`src/trh_pkg.sv`:
```
// Shared constants and types for the transport reset handler.
// Assumes a single 200 MHz node clock and a 32-bit Wishbone register bus.
package trh_pkg;
    // ==========================================================
    // Timing
    localparam int CLK_HZ    = 200_000_000;
    localparam int T_BC_MS   = 25;             // Reset to beginning comm, ms
    localparam int T_WALK_MS = 125;            // Walk step timeout, ms
    localparam int T_HOLD_S  = 10;             // Configuring hold, s
    localparam int BC_CYC    = CLK_HZ / 1000 * T_BC_MS;
    localparam int WALK_CYC  = CLK_HZ / 1000 * T_WALK_MS;
    localparam int HOLD_CYC  = CLK_HZ * T_HOLD_S;
    localparam int DELIM_MIN = 200;            // Delimiters before a reset frame

    // ==========================================================
    // Per-port reset values
    localparam logic [7:0] Q1_RST  = 8'h01;
    localparam logic [7:0] Q2_RST  = 8'h04;
    localparam logic [7:0] ERP_RST = 8'h00;
    localparam logic [7:0] WARN_RST = 8'h0a;

    // ==========================================================
    // Register map
    localparam logic [7:0] A_CTRL = 8'h00;
    localparam logic [7:0] A_STAT = 8'h04;
    localparam logic [7:0] A_DROP = 8'h08;
    localparam int C_CFG   = 0;                // Node is web-configuring
    localparam int C_SOFT  = 1;                // Originate soft reset
    localparam int C_HARD  = 2;                // Originate hard reset
    localparam int C_RSVD  = 3;                // Originate reserved frame
    localparam int C_WALK  = 4;                // Start web reset walk
    localparam int C_INSVC = 5;                // Set in-service bit

    // ==========================================================
    // Types
    typedef enum logic [1:0] {
        LS_DISABLED = 2'b00, LS_ENABLED = 2'b01, LS_READY = 2'b11, LS_CHECK = 2'b10
    } trh_link_t;
    typedef enum logic [1:0] {
        K_SOFT = 2'b00, K_RSVD = 2'b01, K_HARD = 2'b10
    } trh_kind_t;
    typedef enum logic [1:0] {
        NK_SINGLE = 2'b00, NK_DUAL = 2'b01, NK_SWITCH = 2'b10
    } trh_node_t;
    typedef enum logic [3:0] {
        WC_CLR_SELF = 4'h0, WC_DISABLE = 4'h1, WC_BEGIN = 4'h2, WC_MARK_SEL = 4'h3,
        WC_SETUP = 4'h4, WC_INQ = 4'h5, WC_SOFT = 4'h6, WC_HARD = 4'h7,
        WC_ADD = 4'h8, WC_FAR = 4'h9, WC_MARK_REP = 4'ha, WC_NEW_BASE = 4'hb,
        WC_CLR_TAB = 4'hc, WC_CONFIG = 4'hd, WC_REBUILD = 4'he, WC_NONE = 4'hf
    } trh_wcmd_t;
endpackage : trh_pkg

```
`src/trh_top.sv`:
```
// Transport reset handler: reset frame processing, reset frame origination
// and forwarding, power-on reset and the master's web reset walk.
// Assumes framing, link state machines and message transport live outside;
// they report events here as one-cycle pulses and obey the command pulses.
//
// Contract
// - Soft reset: self-check, clear in-service, ports Disabled and Privileged.
// - Soft reset initialises buffers, both frame indices and both value pools.
// - Soft reset clears all tables and drops pending unsolicited notices.
// - Per-port values load as 1, 4, 0, 0, 0 and 10.
// - Beginning communication starts within 25 ms of the soft reset frame.
// - Hard reset frame resets transport and clients like power-on.
// - Configuring node holds configuration 10 s or until rebuild notice.
// - Configuring node can originate soft, reserved and hard frames.
// - Reset frames bypass pacing, acknowledgement and sequence state.
// - Pending reset frame goes right after current frame, ahead of queue.
// - In Enabled, send at least 200 delimiters before a reset frame; here a frame still pending when another is sent follows it with none.
// - Reset frames may be sent in Enabled or Ready.
// - Reset frames recognised in any state with sync, buffers full or not.
// - Router keeps one stored reset frame, may drop further ones.
// - Stored frame held while output Disabled or Check.
// - Forwarding ignores output port in-service bit.
// - Power-on: ports to Wrap mode, then hard reset.
// - Walk prep: clear table with self, disable ports, clear bit, begin.
// - Select port, port setup, node inquiry with 125 ms; known ID skips.
// - Unknown node: soft reset, 125 ms for link-up, else hard reset.
// - Add node; dual advances, switch marks port; end when nothing left.
// - Finish: clear table, configure, send rebuild notice.
//
// The implementer's own choices: the register offsets and the Wishbone interface to the registers.

// ==========================================================
// Interval counter
module trh_tmr #(
    parameter int CYC = 100
) (
    input  wire logic clk_i,
    input  wire logic rst_i,
    input  wire logic arm_i,
    output logic      run_o,
    output logic      exp_o
);
    logic [31:0] cnt;

    // Load on arm restarts a running interval
    always_ff @(posedge clk_i) begin
        if (rst_i) begin
            cnt <= 32'h0;
        end else if (arm_i) begin
            cnt <= 32'(CYC);
        end else if (cnt != 32'h0) begin
            cnt <= cnt - 32'h1;
        end
    end

    assign run_o = (cnt != 32'h0);
    assign exp_o = (cnt == 32'h1) && !arm_i;
endmodule : trh_tmr

// ==========================================================
// Top level
module trh_top
    import trh_pkg::*;
#(
    parameter int NPORT    = 2,
    parameter int BC_CYC   = trh_pkg::BC_CYC,
    parameter int WALK_CYC = trh_pkg::WALK_CYC,
    parameter int HOLD_CYC = trh_pkg::HOLD_CYC
) (
    // Clock and reset
    input  wire logic                 clk_i,
    input  wire logic                 rst_i,
    // Wishbone slave
    input  wire logic                 wb_cyc_i,
    input  wire logic                 wb_stb_i,
    input  wire logic                 wb_we_i,
    input  wire logic [7:0]           wb_adr_i,
    input  wire logic [3:0]           wb_sel_i,
    input  wire logic [31:0]          wb_dat_i,
    output logic      [31:0]          wb_dat_o,
    output logic                      wb_ack_o,
    // Received reset frames
    input  wire logic                 rx_frame_i,
    input  wire trh_pkg::trh_kind_t   rx_kind_i,
    input  wire logic                 rx_sync_i,
    input  wire logic                 fwd_frame_i,
    input  wire trh_pkg::trh_kind_t   fwd_kind_i,
    // Transmitter of the output link
    input  wire trh_pkg::trh_link_t   link_state_i,
    input  wire logic                 tx_busy_i,
    input  wire logic                 char_tick_i,
    output logic                      tx_delim_o,
    output logic                      tx_preempt_o,
    output logic                      tx_send_o,
    output trh_pkg::trh_kind_t        tx_kind_o,
    output logic                      fwd_drop_o,
    // Node reset actions
    input  wire logic                 selfcheck_done_i,
    input  wire logic                 rebuild_notice_i,
    output logic                      wrap_mode_o,
    output logic                      hard_reset_o,
    output logic                      soft_clear_o,
    output logic                      selfcheck_go_o,
    output logic                      port_disable_o,
    output logic                      begin_comm_o,
    output logic                      in_service_o,
    output logic                      config_hold_o,
    // Per-port values, 8 bits per port except the single-bit echo select and extra detail flags
    output logic [8*NPORT-1:0]        first_credit_quota_o,
    output logic [8*NPORT-1:0]        second_credit_quota_o,
    output logic [NPORT-1:0]          echo_select_bit_o,
    output logic [NPORT-1:0]          extra_detail_bit_o,
    output logic [8*NPORT-1:0]        recovery_attempt_count_o,
    output logic [8*NPORT-1:0]        warning_trip_level_o,
    // Web reset walk
    input  wire logic                 unsel_avail_i,
    input  wire logic                 new_base_i,
    input  wire logic                 node_answer_i,
    input  wire logic                 id_known_i,
    input  wire logic                 link_up_i,
    input  wire trh_pkg::trh_node_t   node_kind_i,
    output logic                      walk_cmd_valid_o,
    output trh_pkg::trh_wcmd_t        walk_cmd_o
);
    import trh_pkg::*;

    // ==========================================================
    // Node reset sequencer
    typedef enum logic [2:0] {
        M_IDLE = 3'b000, M_WRAP = 3'b001, M_HARD = 3'b011, M_CLEAR = 3'b010,
        M_WAIT = 3'b110, M_BEGIN = 3'b111
    } trh_mstate_t;
    trh_mstate_t mstate, next_mstate;

    // Walk states and flags read by more than one section
    typedef enum logic [4:0] {
        W_IDLE = 5'h00, W_CLRS = 5'h01, W_DIS = 5'h03, W_BC = 5'h02, W_BASE = 5'h06,
        W_SEL = 5'h07, W_SETUP = 5'h05, W_INQ = 5'h04, W_INQW = 5'h0c, W_SOFT = 5'h0d,
        W_LUPW = 5'h0f, W_ADD = 5'h0e, W_KIND = 5'h0a, W_HARD = 5'h0b, W_MREP = 5'h09,
        W_FIN = 5'h08, W_CFG = 5'h18, W_RBLD = 5'h19, W_NEWB = 5'h1b
    } trh_wstate_t;
    trh_wstate_t wstate, next_wstate;
    trh_wcmd_t   wcmd;
    logic        cfg_node, tx_pend, store_full;

    logic rx_ok, acc_soft, acc_hard, t25_run, t25_exp, t10_run, t10_exp;

    // Recognition needs only sync; no buffer or pacing state is consulted
    assign rx_ok    = rx_frame_i && rx_sync_i;
    assign acc_hard = rx_ok && (rx_kind_i == K_HARD) && (mstate == M_IDLE);
    assign acc_soft = rx_ok && (rx_kind_i == K_SOFT) && (mstate == M_IDLE);

    always_comb begin
        next_mstate = mstate;
        case (mstate)
            M_IDLE: begin
                if (acc_hard) next_mstate = M_HARD;
                else if (acc_soft) next_mstate = M_CLEAR;
            end
            M_WRAP:  next_mstate = M_HARD;
            M_HARD:  next_mstate = M_CLEAR;
            M_CLEAR: next_mstate = M_WAIT;
            M_WAIT: begin
                if (selfcheck_done_i || t25_exp) next_mstate = M_BEGIN;
            end
            M_BEGIN: next_mstate = M_IDLE;
            default: next_mstate = M_IDLE;
        endcase
    end

    always_ff @(posedge clk_i) begin
        if (rst_i) mstate <= M_WRAP;
        else mstate <= next_mstate;
    end

    // Action pulses decode straight from the state
    assign hard_reset_o   = (mstate == M_HARD);
    assign soft_clear_o   = (mstate == M_CLEAR);
    assign selfcheck_go_o = soft_clear_o;
    assign port_disable_o = soft_clear_o || (wcmd == WC_DISABLE);
    assign begin_comm_o   = (mstate == M_BEGIN);

    // Interval counters on the node clock
    trh_tmr #(.CYC(BC_CYC)) u_t25 (
        .clk_i(clk_i), .rst_i(rst_i), .arm_i(soft_clear_o), .run_o(t25_run), .exp_o(t25_exp)
    );
    logic hold_arm;
    assign hold_arm = (acc_soft || acc_hard) && cfg_node;
    trh_tmr #(.CYC(HOLD_CYC)) u_t10 (
        .clk_i(clk_i), .rst_i(rst_i), .arm_i(hold_arm), .run_o(t10_run), .exp_o(t10_exp)
    );

    // Wrap mode from power-on until communication begins
    always_ff @(posedge clk_i) begin
        if (rst_i) wrap_mode_o <= 1'b1;
        else if (begin_comm_o) wrap_mode_o <= 1'b0;
    end

    // Configuration hold; a new arm wins over an ending event
    always_ff @(posedge clk_i) begin
        if (rst_i) config_hold_o <= 1'b0;
        else if (hold_arm) config_hold_o <= 1'b1;
        else if (t10_exp || rebuild_notice_i) config_hold_o <= 1'b0;
    end

    // Per-port values, reloaded by every soft clear
    genvar gp;
    generate
        for (gp = 0; gp < NPORT; gp++) begin : g_port
            always_ff @(posedge clk_i) begin
                if (rst_i || soft_clear_o) begin
                    first_credit_quota_o[8*gp +: 8]     <= Q1_RST;
                    second_credit_quota_o[8*gp +: 8]    <= Q2_RST;
                    echo_select_bit_o[gp]               <= 1'b0;
                    extra_detail_bit_o[gp]              <= 1'b0;
                    recovery_attempt_count_o[8*gp +: 8] <= ERP_RST;
                    warning_trip_level_o[8*gp +: 8]     <= WARN_RST;
                end
            end
        end
    endgenerate

    // ==========================================================
    // Register bus
    logic       wr_en, rd_ctrl, rd_stat, rd_drop;
    logic       own_req;
    trh_kind_t  own_req_kind;
    logic [7:0] drop_cnt;

    assign wr_en   = wb_cyc_i && wb_stb_i && wb_we_i && !wb_ack_o && wb_sel_i[0];
    assign rd_ctrl = (wb_adr_i == A_CTRL);
    assign rd_stat = (wb_adr_i == A_STAT);
    assign rd_drop = (wb_adr_i == A_DROP);
    // Origination pulses; configuring nodes only
    assign own_req = wr_en && rd_ctrl && cfg_node
                     && (wb_dat_i[C_SOFT] || wb_dat_i[C_HARD] || wb_dat_i[C_RSVD]);
    assign own_req_kind = wb_dat_i[C_HARD] ? K_HARD : (wb_dat_i[C_RSVD] ? K_RSVD : K_SOFT);

    // Single-wait answer; unmapped reads return zero
    always_ff @(posedge clk_i) begin
        if (rst_i) begin
            wb_ack_o <= 1'b0;
            wb_dat_o <= 32'h0;
        end else begin
            wb_ack_o <= wb_cyc_i && wb_stb_i && !wb_ack_o;
            wb_dat_o <= rd_ctrl ? {31'h0, cfg_node} :
                        rd_stat ? {19'h0, wstate, mstate, tx_pend, store_full,
                                   config_hold_o, in_service_o, wrap_mode_o} :
                        rd_drop ? {24'h0, drop_cnt} : 32'h0;
        end
    end

    // Configuring flag and in-service bit; hardware clear wins
    always_ff @(posedge clk_i) begin
        if (rst_i) begin
            cfg_node     <= 1'b0;
            in_service_o <= 1'b0;
        end else begin
            if (wr_en && rd_ctrl) cfg_node <= wb_dat_i[C_CFG];
            if (soft_clear_o || wcmd == WC_DISABLE) in_service_o <= 1'b0;
            else if (wr_en && rd_ctrl && wb_dat_i[C_INSVC]) in_service_o <= 1'b1;
        end
    end

    // ==========================================================
    // Reset frame transmit path and router store
    logic      own_pend, link_ok, gate_ok, store_rel, send_go;
    trh_kind_t own_kind, store_kind;
    logic [7:0] delim_cnt;

    assign tx_pend   = own_pend || store_full;
    // In-service bit is deliberately not part of the gate
    assign link_ok   = (link_state_i == LS_ENABLED) || (link_state_i == LS_READY);
    assign gate_ok   = (link_state_i == LS_READY) || (delim_cnt >= 8'(DELIM_MIN));
    // A store-sourced send frees the slot at the same edge a new frame may land
    assign send_go   = tx_pend && link_ok && gate_ok && !tx_busy_i && !tx_send_o;
    assign store_rel = send_go && !own_pend;
    assign tx_delim_o   = tx_pend && (link_state_i == LS_ENABLED) && !gate_ok;
    assign tx_preempt_o = tx_pend;
    assign fwd_drop_o   = fwd_frame_i && store_full && !store_rel;

    // Own request goes first; a sent frame clears its source
    always_ff @(posedge clk_i) begin
        if (rst_i) begin
            own_pend   <= 1'b0;
            own_kind   <= K_SOFT;
            store_full <= 1'b0;
            store_kind <= K_SOFT;
            tx_send_o  <= 1'b0;
            tx_kind_o  <= K_SOFT;
            drop_cnt   <= 8'h0;
        end else begin
            tx_send_o  <= 1'b0;
            if (send_go) begin
                tx_send_o <= 1'b1;
                tx_kind_o <= own_pend ? own_kind : store_kind;
                if (own_pend) own_pend <= 1'b0;
                else store_full <= 1'b0;
            end
            if (own_req) begin
                own_pend <= 1'b1;
                own_kind <= own_req_kind;
            end
            if (fwd_frame_i && (!store_full || store_rel)) begin
                store_full <= 1'b1;
                store_kind <= fwd_kind_i;
            end
            if (fwd_drop_o) drop_cnt <= drop_cnt + 8'h1;
        end
    end

    // Delimiter count restarts whenever nothing waits in Enabled
    always_ff @(posedge clk_i) begin
        if (rst_i || !tx_pend || link_state_i != LS_ENABLED) delim_cnt <= 8'h0;
        else if (char_tick_i && !gate_ok) delim_cnt <= delim_cnt + 8'h1;
    end

    // ==========================================================
    // Web reset walk
    logic        t125_run, t125_exp, t125_arm;

    assign t125_arm = (wstate == W_INQ) || (wstate == W_SOFT);
    trh_tmr #(.CYC(WALK_CYC)) u_t125 (
        .clk_i(clk_i), .rst_i(rst_i), .arm_i(t125_arm), .run_o(t125_run), .exp_o(t125_exp)
    );

    always_comb begin
        next_wstate = wstate;
        case (wstate)
            W_IDLE:  if (wr_en && rd_ctrl && wb_dat_i[C_WALK]) next_wstate = W_CLRS;
            W_CLRS:  next_wstate = W_DIS;
            W_DIS:   next_wstate = W_BC;
            W_BC:    next_wstate = W_BASE;
            W_BASE: begin
                if (unsel_avail_i) next_wstate = W_SEL;
                else if (new_base_i) next_wstate = W_NEWB;
                else next_wstate = W_FIN;
            end
            W_NEWB:  next_wstate = W_BASE;
            W_SEL:   next_wstate = W_SETUP;
            W_SETUP: next_wstate = W_INQ;
            W_INQ:   next_wstate = W_INQW;
            W_INQW: begin
                if (node_answer_i) next_wstate = id_known_i ? W_MREP : W_SOFT;
                else if (t125_exp) next_wstate = W_SOFT;
            end
            W_SOFT:  next_wstate = W_LUPW;
            W_LUPW: begin
                if (link_up_i) next_wstate = W_ADD;
                else if (t125_exp) next_wstate = W_HARD;
            end
            W_HARD:  next_wstate = W_BASE;
            W_ADD:   next_wstate = W_KIND;
            W_KIND:  next_wstate = (node_kind_i == NK_DUAL) ? W_SETUP : W_BASE;
            W_MREP:  next_wstate = W_BASE;
            W_FIN:   next_wstate = W_CFG;
            W_CFG:   next_wstate = W_RBLD;
            W_RBLD:  next_wstate = W_IDLE;
            default: next_wstate = W_IDLE;
        endcase
    end

    always_ff @(posedge clk_i) begin
        if (rst_i) wstate <= W_IDLE;
        else wstate <= next_wstate;
    end

    // Command for the message layer, one per step state
    always_comb begin
        case (wstate)
            W_CLRS:  wcmd = WC_CLR_SELF;
            W_DIS:   wcmd = WC_DISABLE;
            W_BC:    wcmd = WC_BEGIN;
            W_SEL:   wcmd = WC_MARK_SEL;
            W_SETUP: wcmd = WC_SETUP;
            W_INQ:   wcmd = WC_INQ;
            W_SOFT:  wcmd = WC_SOFT;
            W_HARD:  wcmd = WC_HARD;
            W_ADD:   wcmd = WC_ADD;
            W_KIND:  wcmd = (node_kind_i == NK_DUAL) ? WC_FAR :
                            (node_kind_i == NK_SWITCH) ? WC_MARK_REP : WC_NONE;
            W_MREP:  wcmd = WC_MARK_REP;
            W_NEWB:  wcmd = WC_NEW_BASE;
            W_FIN:   wcmd = WC_CLR_TAB;
            W_CFG:   wcmd = WC_CONFIG;
            W_RBLD:  wcmd = WC_REBUILD;
            default: wcmd = WC_NONE;
        endcase
    end
    assign walk_cmd_o       = wcmd;
    assign walk_cmd_valid_o = (wcmd != WC_NONE);

    // ==========================================================
    // Checks
    logic [31:0] bc_age;
    always_ff @(posedge clk_i) begin
        if (rst_i || begin_comm_o || mstate == M_IDLE) bc_age <= 32'h0;
        else bc_age <= bc_age + 32'h1;
    end

    property p_por;
        @(posedge clk_i) disable iff (rst_i) $fell(rst_i) |-> wrap_mode_o ##1 hard_reset_o;
    endproperty
    a_por: assert property (p_por) else $error("power-on not wrap then hard");

    property p_hard;
        @(posedge clk_i) disable iff (rst_i) hard_reset_o |=> soft_clear_o && port_disable_o;
    endproperty
    a_hard: assert property (p_hard) else $error("hard reset skipped clear");

    property p_vals;
        @(posedge clk_i) disable iff (rst_i) soft_clear_o |=>
            first_credit_quota_o[7:0] == 8'h01 && second_credit_quota_o[7:0] == 8'h04
            && warning_trip_level_o[7:0] == 8'h0a && !echo_select_bit_o[0];
    endproperty
    a_vals: assert property (p_vals) else $error("port values wrong");

    property p_bc;
        @(posedge clk_i) disable iff (rst_i) bc_age <= 32'(BC_CYC) + 32'h3;
    endproperty
    a_bc: assert property (p_bc) else $error("beginning comm late");

    property p_hold;
        @(posedge clk_i) disable iff (rst_i) $rose(config_hold_o) |-> $past(rx_ok && cfg_node);
    endproperty
    a_hold: assert property (p_hold) else $error("hold without reset frame");

    property p_txgate;
        @(posedge clk_i) disable iff (rst_i)
            tx_send_o |-> $past(!tx_busy_i && link_ok && gate_ok);
    endproperty
    a_txgate: assert property (p_txgate) else $error("reset frame sent too early");

    property p_drop;
        @(posedge clk_i) disable iff (rst_i)
            fwd_frame_i && !store_full |-> !fwd_drop_o ##1 store_full;
    endproperty
    a_drop: assert property (p_drop) else $error("first frame not stored");

    property p_walkto;
        @(posedge clk_i) disable iff (rst_i)
            wstate == W_LUPW && t125_exp && !link_up_i |=> walk_cmd_o == WC_HARD;
    endproperty
    a_walkto: assert property (p_walkto) else $error("no hard reset on timeout");

    property p_inq;
        @(posedge clk_i) disable iff (rst_i) walk_cmd_o == WC_INQ |=> t125_run;
    endproperty
    a_inq: assert property (p_inq) else $error("inquiry timer not armed");
endmodule : trh_top

```
`config.mk`:
```
export PLATFORM = sky130hd
export DESIGN_NAME = trh_top
export DESIGN_NICKNAME = d
export VERILOG_FILES = /design/src/trh_pkg.sv /design/src/trh_top.sv
export SDC_FILE = /design/constraint.sdc
export NUM_CORES = 1
export LEC_CHECK = 0
export ABC_AREA = 1
export BUFFER_PORTS_ARGS = -buffer_cell sky130_fd_sc_hd__buf_4
export CAP_MARGIN = 20
export CORE_MARGIN = 2
export CORE_UTILIZATION = 40
export DETAILED_ROUTE_END_ITERATION = 6
export PLACE_DENSITY_LB_ADDON = 0.08
export SYNTH_ARGS = -nofsm -noshare
export SYNTH_HDL_FRONTEND = slang
export SYNTH_HIERARCHICAL = 1
export SYNTH_SLANG_ARGS = --single-unit
```
`constraint.sdc`:
```
create_clock -name clk_i -period 3.5 [get_ports clk_i]
set_input_delay 0.175 -clock clk_i [delete_from_list [all_inputs] [get_ports clk_i]]
set_output_delay 0.175 -clock clk_i [all_outputs]
set_load 0.005 [all_outputs]
```
==> run summary <==
The die boundary height is about 160 um. The post-CTS setup-driven buffer insertion count is 0. Entering global routing, the biggest net connects 59 pins. The predominant post-synthesis flop cell is sky130_fd_sc_hd__dfxtp_1. The number of synthesized register bits is 147.

The cell area after synthesis came out at 9260 sq um. The count of final hold-check violations is 0. The first-iteration detailed-routing DRC count is between 600 and 700. Port buffering added between 70 and 80 buffers. The minimum clock period came out at 2.38 ns. For this design, the sink count on the clock tree is roughly 150. The clock transition time at the flip-flop clock pins of the worst setup and hold paths came out at roughly 0.07 ns. The region available for standard cell placement spans roughly 23000 sq um. The critical path is of the reg -> reg type.

The flow ran to the end, and the final reports show no timing, DRC or antenna violations. STA classifies the critical path endpoint as a flop. For the pin with the worst max-slew slack, the measured transition is about 0.77 ns. The number of synthesized flops with an enable pin came out at 0. The cell row count came out at 55. The power density of the placed cells is around 1100 nW/um^2. The first global-routing pass estimated roughly 37000 um of wire. Detailed routing inserted a total of between 8000 and 9000 vias. The most common cell after layout, fill and taps aside is sky130_fd_sc_hd__nand2_1. On the final layout, the worst clock skew is roughly 0.012 ns.

The layout overhead on the synthesized area came out at 10.9%. The final count of pins violating max slew came out at 0. The setup total negative slack is 0 ns. The length of the first detailed-routing pass in iterations came out at 6. After layout, the worst path uses between 60% and 70% of the clock period. Setup repair after global routing left no endpoint under its margin. The die is between 150 and 200 um wide. Detailed placement finished with a half-perimeter wire length of ~17000 um. The tree is rooted in a sky130_fd_sc_hd__clkbuf_16. The area occupied by registers is between 2000 and 3000 sq um. In the routed layout, each cell is associated on average with a via count of 4.72. The effective utilization at floorplan is 40.8%.

The post-route DRC violation count is 0. The global router's overall resource usage is 19.0%. Of all cell types, the one taking the most synthesized area is sky130_fd_sc_hd__dfxtp_1. The largest fanout of any net on the critical path came out at 8.

The number of nets in the layout came out at between 1500 and 2000. The synthesized design devotes to its leading area cell type between 30% and 40% of total area. The layer with the highest usage after global routing is met2. The ratio of cells with drive above 1 in the final layout came out at ~14%. The area taken by multi-input logic gates is 5280 sq um. The path class of the lowest-slack min-delay path is in -> reg. The number of synthesis warnings came out at 6.

The final weighted congestion in routability-driven placement is between 0.9 and 1. The timing-limited maximum frequency came out at between 0.4 and 0.5 GHz. After routing the design area is 10300 sq um. Measured on the finished design, the core utilization comes to a little under half.

The met3 routing resource usage after global routing came out at between 4 and 5%. The level count of the clock H-tree is 4. After detailed placement, the total cell area comes to between 9000 and 10000 sq um. In the synthesized netlist the async set-or-reset flop fraction comes to 0%. Sequential cells were found to cover a little under a third of the synthesized design area. After filler insertion, the fill cell instance count of the layout stands at between 2000 and 2500. The post-synthesis instance total came out at between 1000 and 1500. Setup violations remaining at the end of the flow were counted as 0. The number of antenna violations at the first check in global routing came out at 1. The number of buffers between clock root and the deepest sink is 2. The cts-stage hold buffer count is 0.

The total chip power came out at between 10 and 15 mW. The number of buffers added by the clock tree synthesis step came out at 17. The total global routing overflow came out at 0. In this run the tightest slew margin relative to its limit is roughly half. The met2 track demand over resource in global routing is between 30% and 40%. The number of instances resized during post-cts repair came out at 0. The worst setup path is launched from a flop. Once detail routing completed, the nets flagged for antenna violations numbered 0. For this design the static power due to leakage is just under 5 nW.

Ranked by total cell area, the synthesized netlist is headed by sky130_fd_sc_hd__dfxtp_1 32%, sky130_fd_sc_hd__nand2_1 13%, sky130_fd_sc_hd__nor2_1 10%. The data required time at the worst endpoint came out at 3.79 ns. In the final routed layout, each cell accounts on average for around 13 um. The top-level port count is around 190. The met1 layer usage reported by global route came out at 26.0%.

After synthesis, the netlist uses 46 different library cells. The clock latency of the later-clocked register in the worst-skew pair is ~0.43 ns. The data arrival time of the worst path is approximately 2.7 ns. The total length of routed wires came out at between 20000 and 25000 um.

The worst hold-check slack came out at between 0.02 and 0.03 ns. In the layout the commonest cells are 325 x sky130_fd_sc_hd__nand2_1, 255 x sky130_fd_sc_hd__nor2_1, 147 x sky130_fd_sc_hd__dfxtp_1. The floorplan step defined a die boundary enclosing about 24000 sq um. The synthesized area divided by synthesized cell count is 6.56 sq um.

TritonCTS built the clock tree. The number of max-cap violations is 0. The peak supply drop came out at ~0.00049 V.

0 antenna diodes ended up in the layout. The number of global-route vias before repair was between 7000 and 8000.
cell type report:
| class | instances | share of cell area, % |
|---|---|---|
| Clock buffer | 18 | 4.28 |
| Clock inverter | 14 | 1.63 |
| Inverter | 143 | 5.28 |
| Multi-Input combinational cell | 1094 | 51.4 |
| Sequential cell | 147 | 28.7 |
| Tap cell | 285 | 3.47 |
| Timing Repair Buffer | 72 | 5.27 |
registers in the layout, summed over array words and instances (netlist names):
register and cells:
u_t10/cnt 32, u_t125/cnt 32, u_t25/cnt 32, wb_dat_o 13
delim_cnt 8, drop_cnt 8, wstate 5, mstate 3
own_kind 2, store_kind 2, tx_kind_o 2, cfg_node 1
config_hold_o 1, in_service_o 1, own_pend 1, store_full 1
tx_send_o 1, wb_ack_o 1, wrap_mode_o 1
per-stage QoR:
| stage | setup slack [ns] | instances |
|---|---|---|
| after floorplan | 1.70 | 1496 |
| after global placement | 1.10 | 1741 |
| after detailed placement | 1.13 | 1741 |
| after CTS | 1.11 | 1773 |
| after global routing | 0.786 | 1773 |
| final | 1.12 | 1773 |
metal layers:
metal,part of all wire [%],wire length (um)
met4,0.88,199
met2,45,10300
met1,49,11000
met3,4.9,1110
met5,0.071,16
critical path, stage by stage, from the launching register on:
cell	delay, ns
sky130_fd_sc_hd__dfxtp_1	0.37
sky130_fd_sc_hd__inv_1	0.09
sky130_fd_sc_hd__nor2_1	0.18
sky130_fd_sc_hd__inv_1	0.12
sky130_fd_sc_hd__nor2_1	0.35
sky130_fd_sc_hd__inv_1	0.27
sky130_fd_sc_hd__nand3_1	0.16
sky130_fd_sc_hd__nor4b_1	0.08
sky130_fd_sc_hd__nor2_1	0.17
sky130_fd_sc_hd__nand3_1	0.09
sky130_fd_sc_hd__o21ai_0	0.08
sky130_fd_sc_hd__a21oi_1	0.07
sky130_fd_sc_hd__a31oi_1	0.16
sky130_fd_sc_hd__nor2_1	0.05
cells in the mapped netlist, types with 4 or more instances:
master,n
sky130_fd_sc_hd__a211oi_1,6
sky130_fd_sc_hd__a21oi_1,71
sky130_fd_sc_hd__buf_4,90
sky130_fd_sc_hd__buf_6,6
sky130_fd_sc_hd__clkbuf_1,13
sky130_fd_sc_hd__dfxtp_1,147
sky130_fd_sc_hd__ha_1,13
sky130_fd_sc_hd__inv_1,120
sky130_fd_sc_hd__inv_2,20
sky130_fd_sc_hd__nand2_1,325
sky130_fd_sc_hd__nand2_2,18
sky130_fd_sc_hd__nand2_4,8
sky130_fd_sc_hd__nand3_1,102
sky130_fd_sc_hd__nand3_2,5
sky130_fd_sc_hd__nand3b_1,6
sky130_fd_sc_hd__nand4_1,15
sky130_fd_sc_hd__nor2_1,255
sky130_fd_sc_hd__nor2_2,29
sky130_fd_sc_hd__nor2_4,10
sky130_fd_sc_hd__nor2_8,4
sky130_fd_sc_hd__nor3_1,18
sky130_fd_sc_hd__o21ai_0,37
sky130_fd_sc_hd__o21ai_1,14
sky130_fd_sc_hd__o22ai_1,4
sky130_fd_sc_hd__or2_2,5
sky130_fd_sc_hd__xnor2_1,25
sky130_fd_sc_hd__xor2_1,14
worst paths after layout:
path / slack, ns / to / cells past startpoint / startpoint
worst max-delay path: 1.12 / mstate[1]$_SDFFE_PP0P_ / 13 / mstate[1]$_SDFFE_PP0P_
worst min-delay path: 0.03 / store_kind[1]$_SDFFE_PP0P_ / 3 / fwd_kind_i[1]
worst max register to register: 1.12 / mstate[1]$_SDFFE_PP0P_ / 13 / mstate[1]$_SDFFE_PP0P_
worst min register to register: 0.45 / delim_cnt[7]$_SDFFE_PP0P_ / 2 / delim_cnt[7]$_SDFFE_PP0P_
cells by family after synthesis:
kind of cell             share of synthesized area [%]
AO/OA/AOI/OAI                                     8.20
XOR/XNOR                                          3.69
adder cells (fa/ha/maj)                           1.76
buffers and inverters                             14.7
flip-flops                                        31.8
other                                           0.0811
AND/OR/NAND/NOR                                   39.8
where the power goes:
| part | internal [mW] | leakage [nW] | switching, mW |
|---|---|---|---|
| Clock | 1.09 | 0.292 | 0.805 |
| Combinational | 2.32 | 3.40 | 4.44 |
| Sequential | 2.17 | 1.20 | 0.541 |
| Total | 5.59 | 4.89 | 5.79 |
Power figures use the tool's default switching activity.
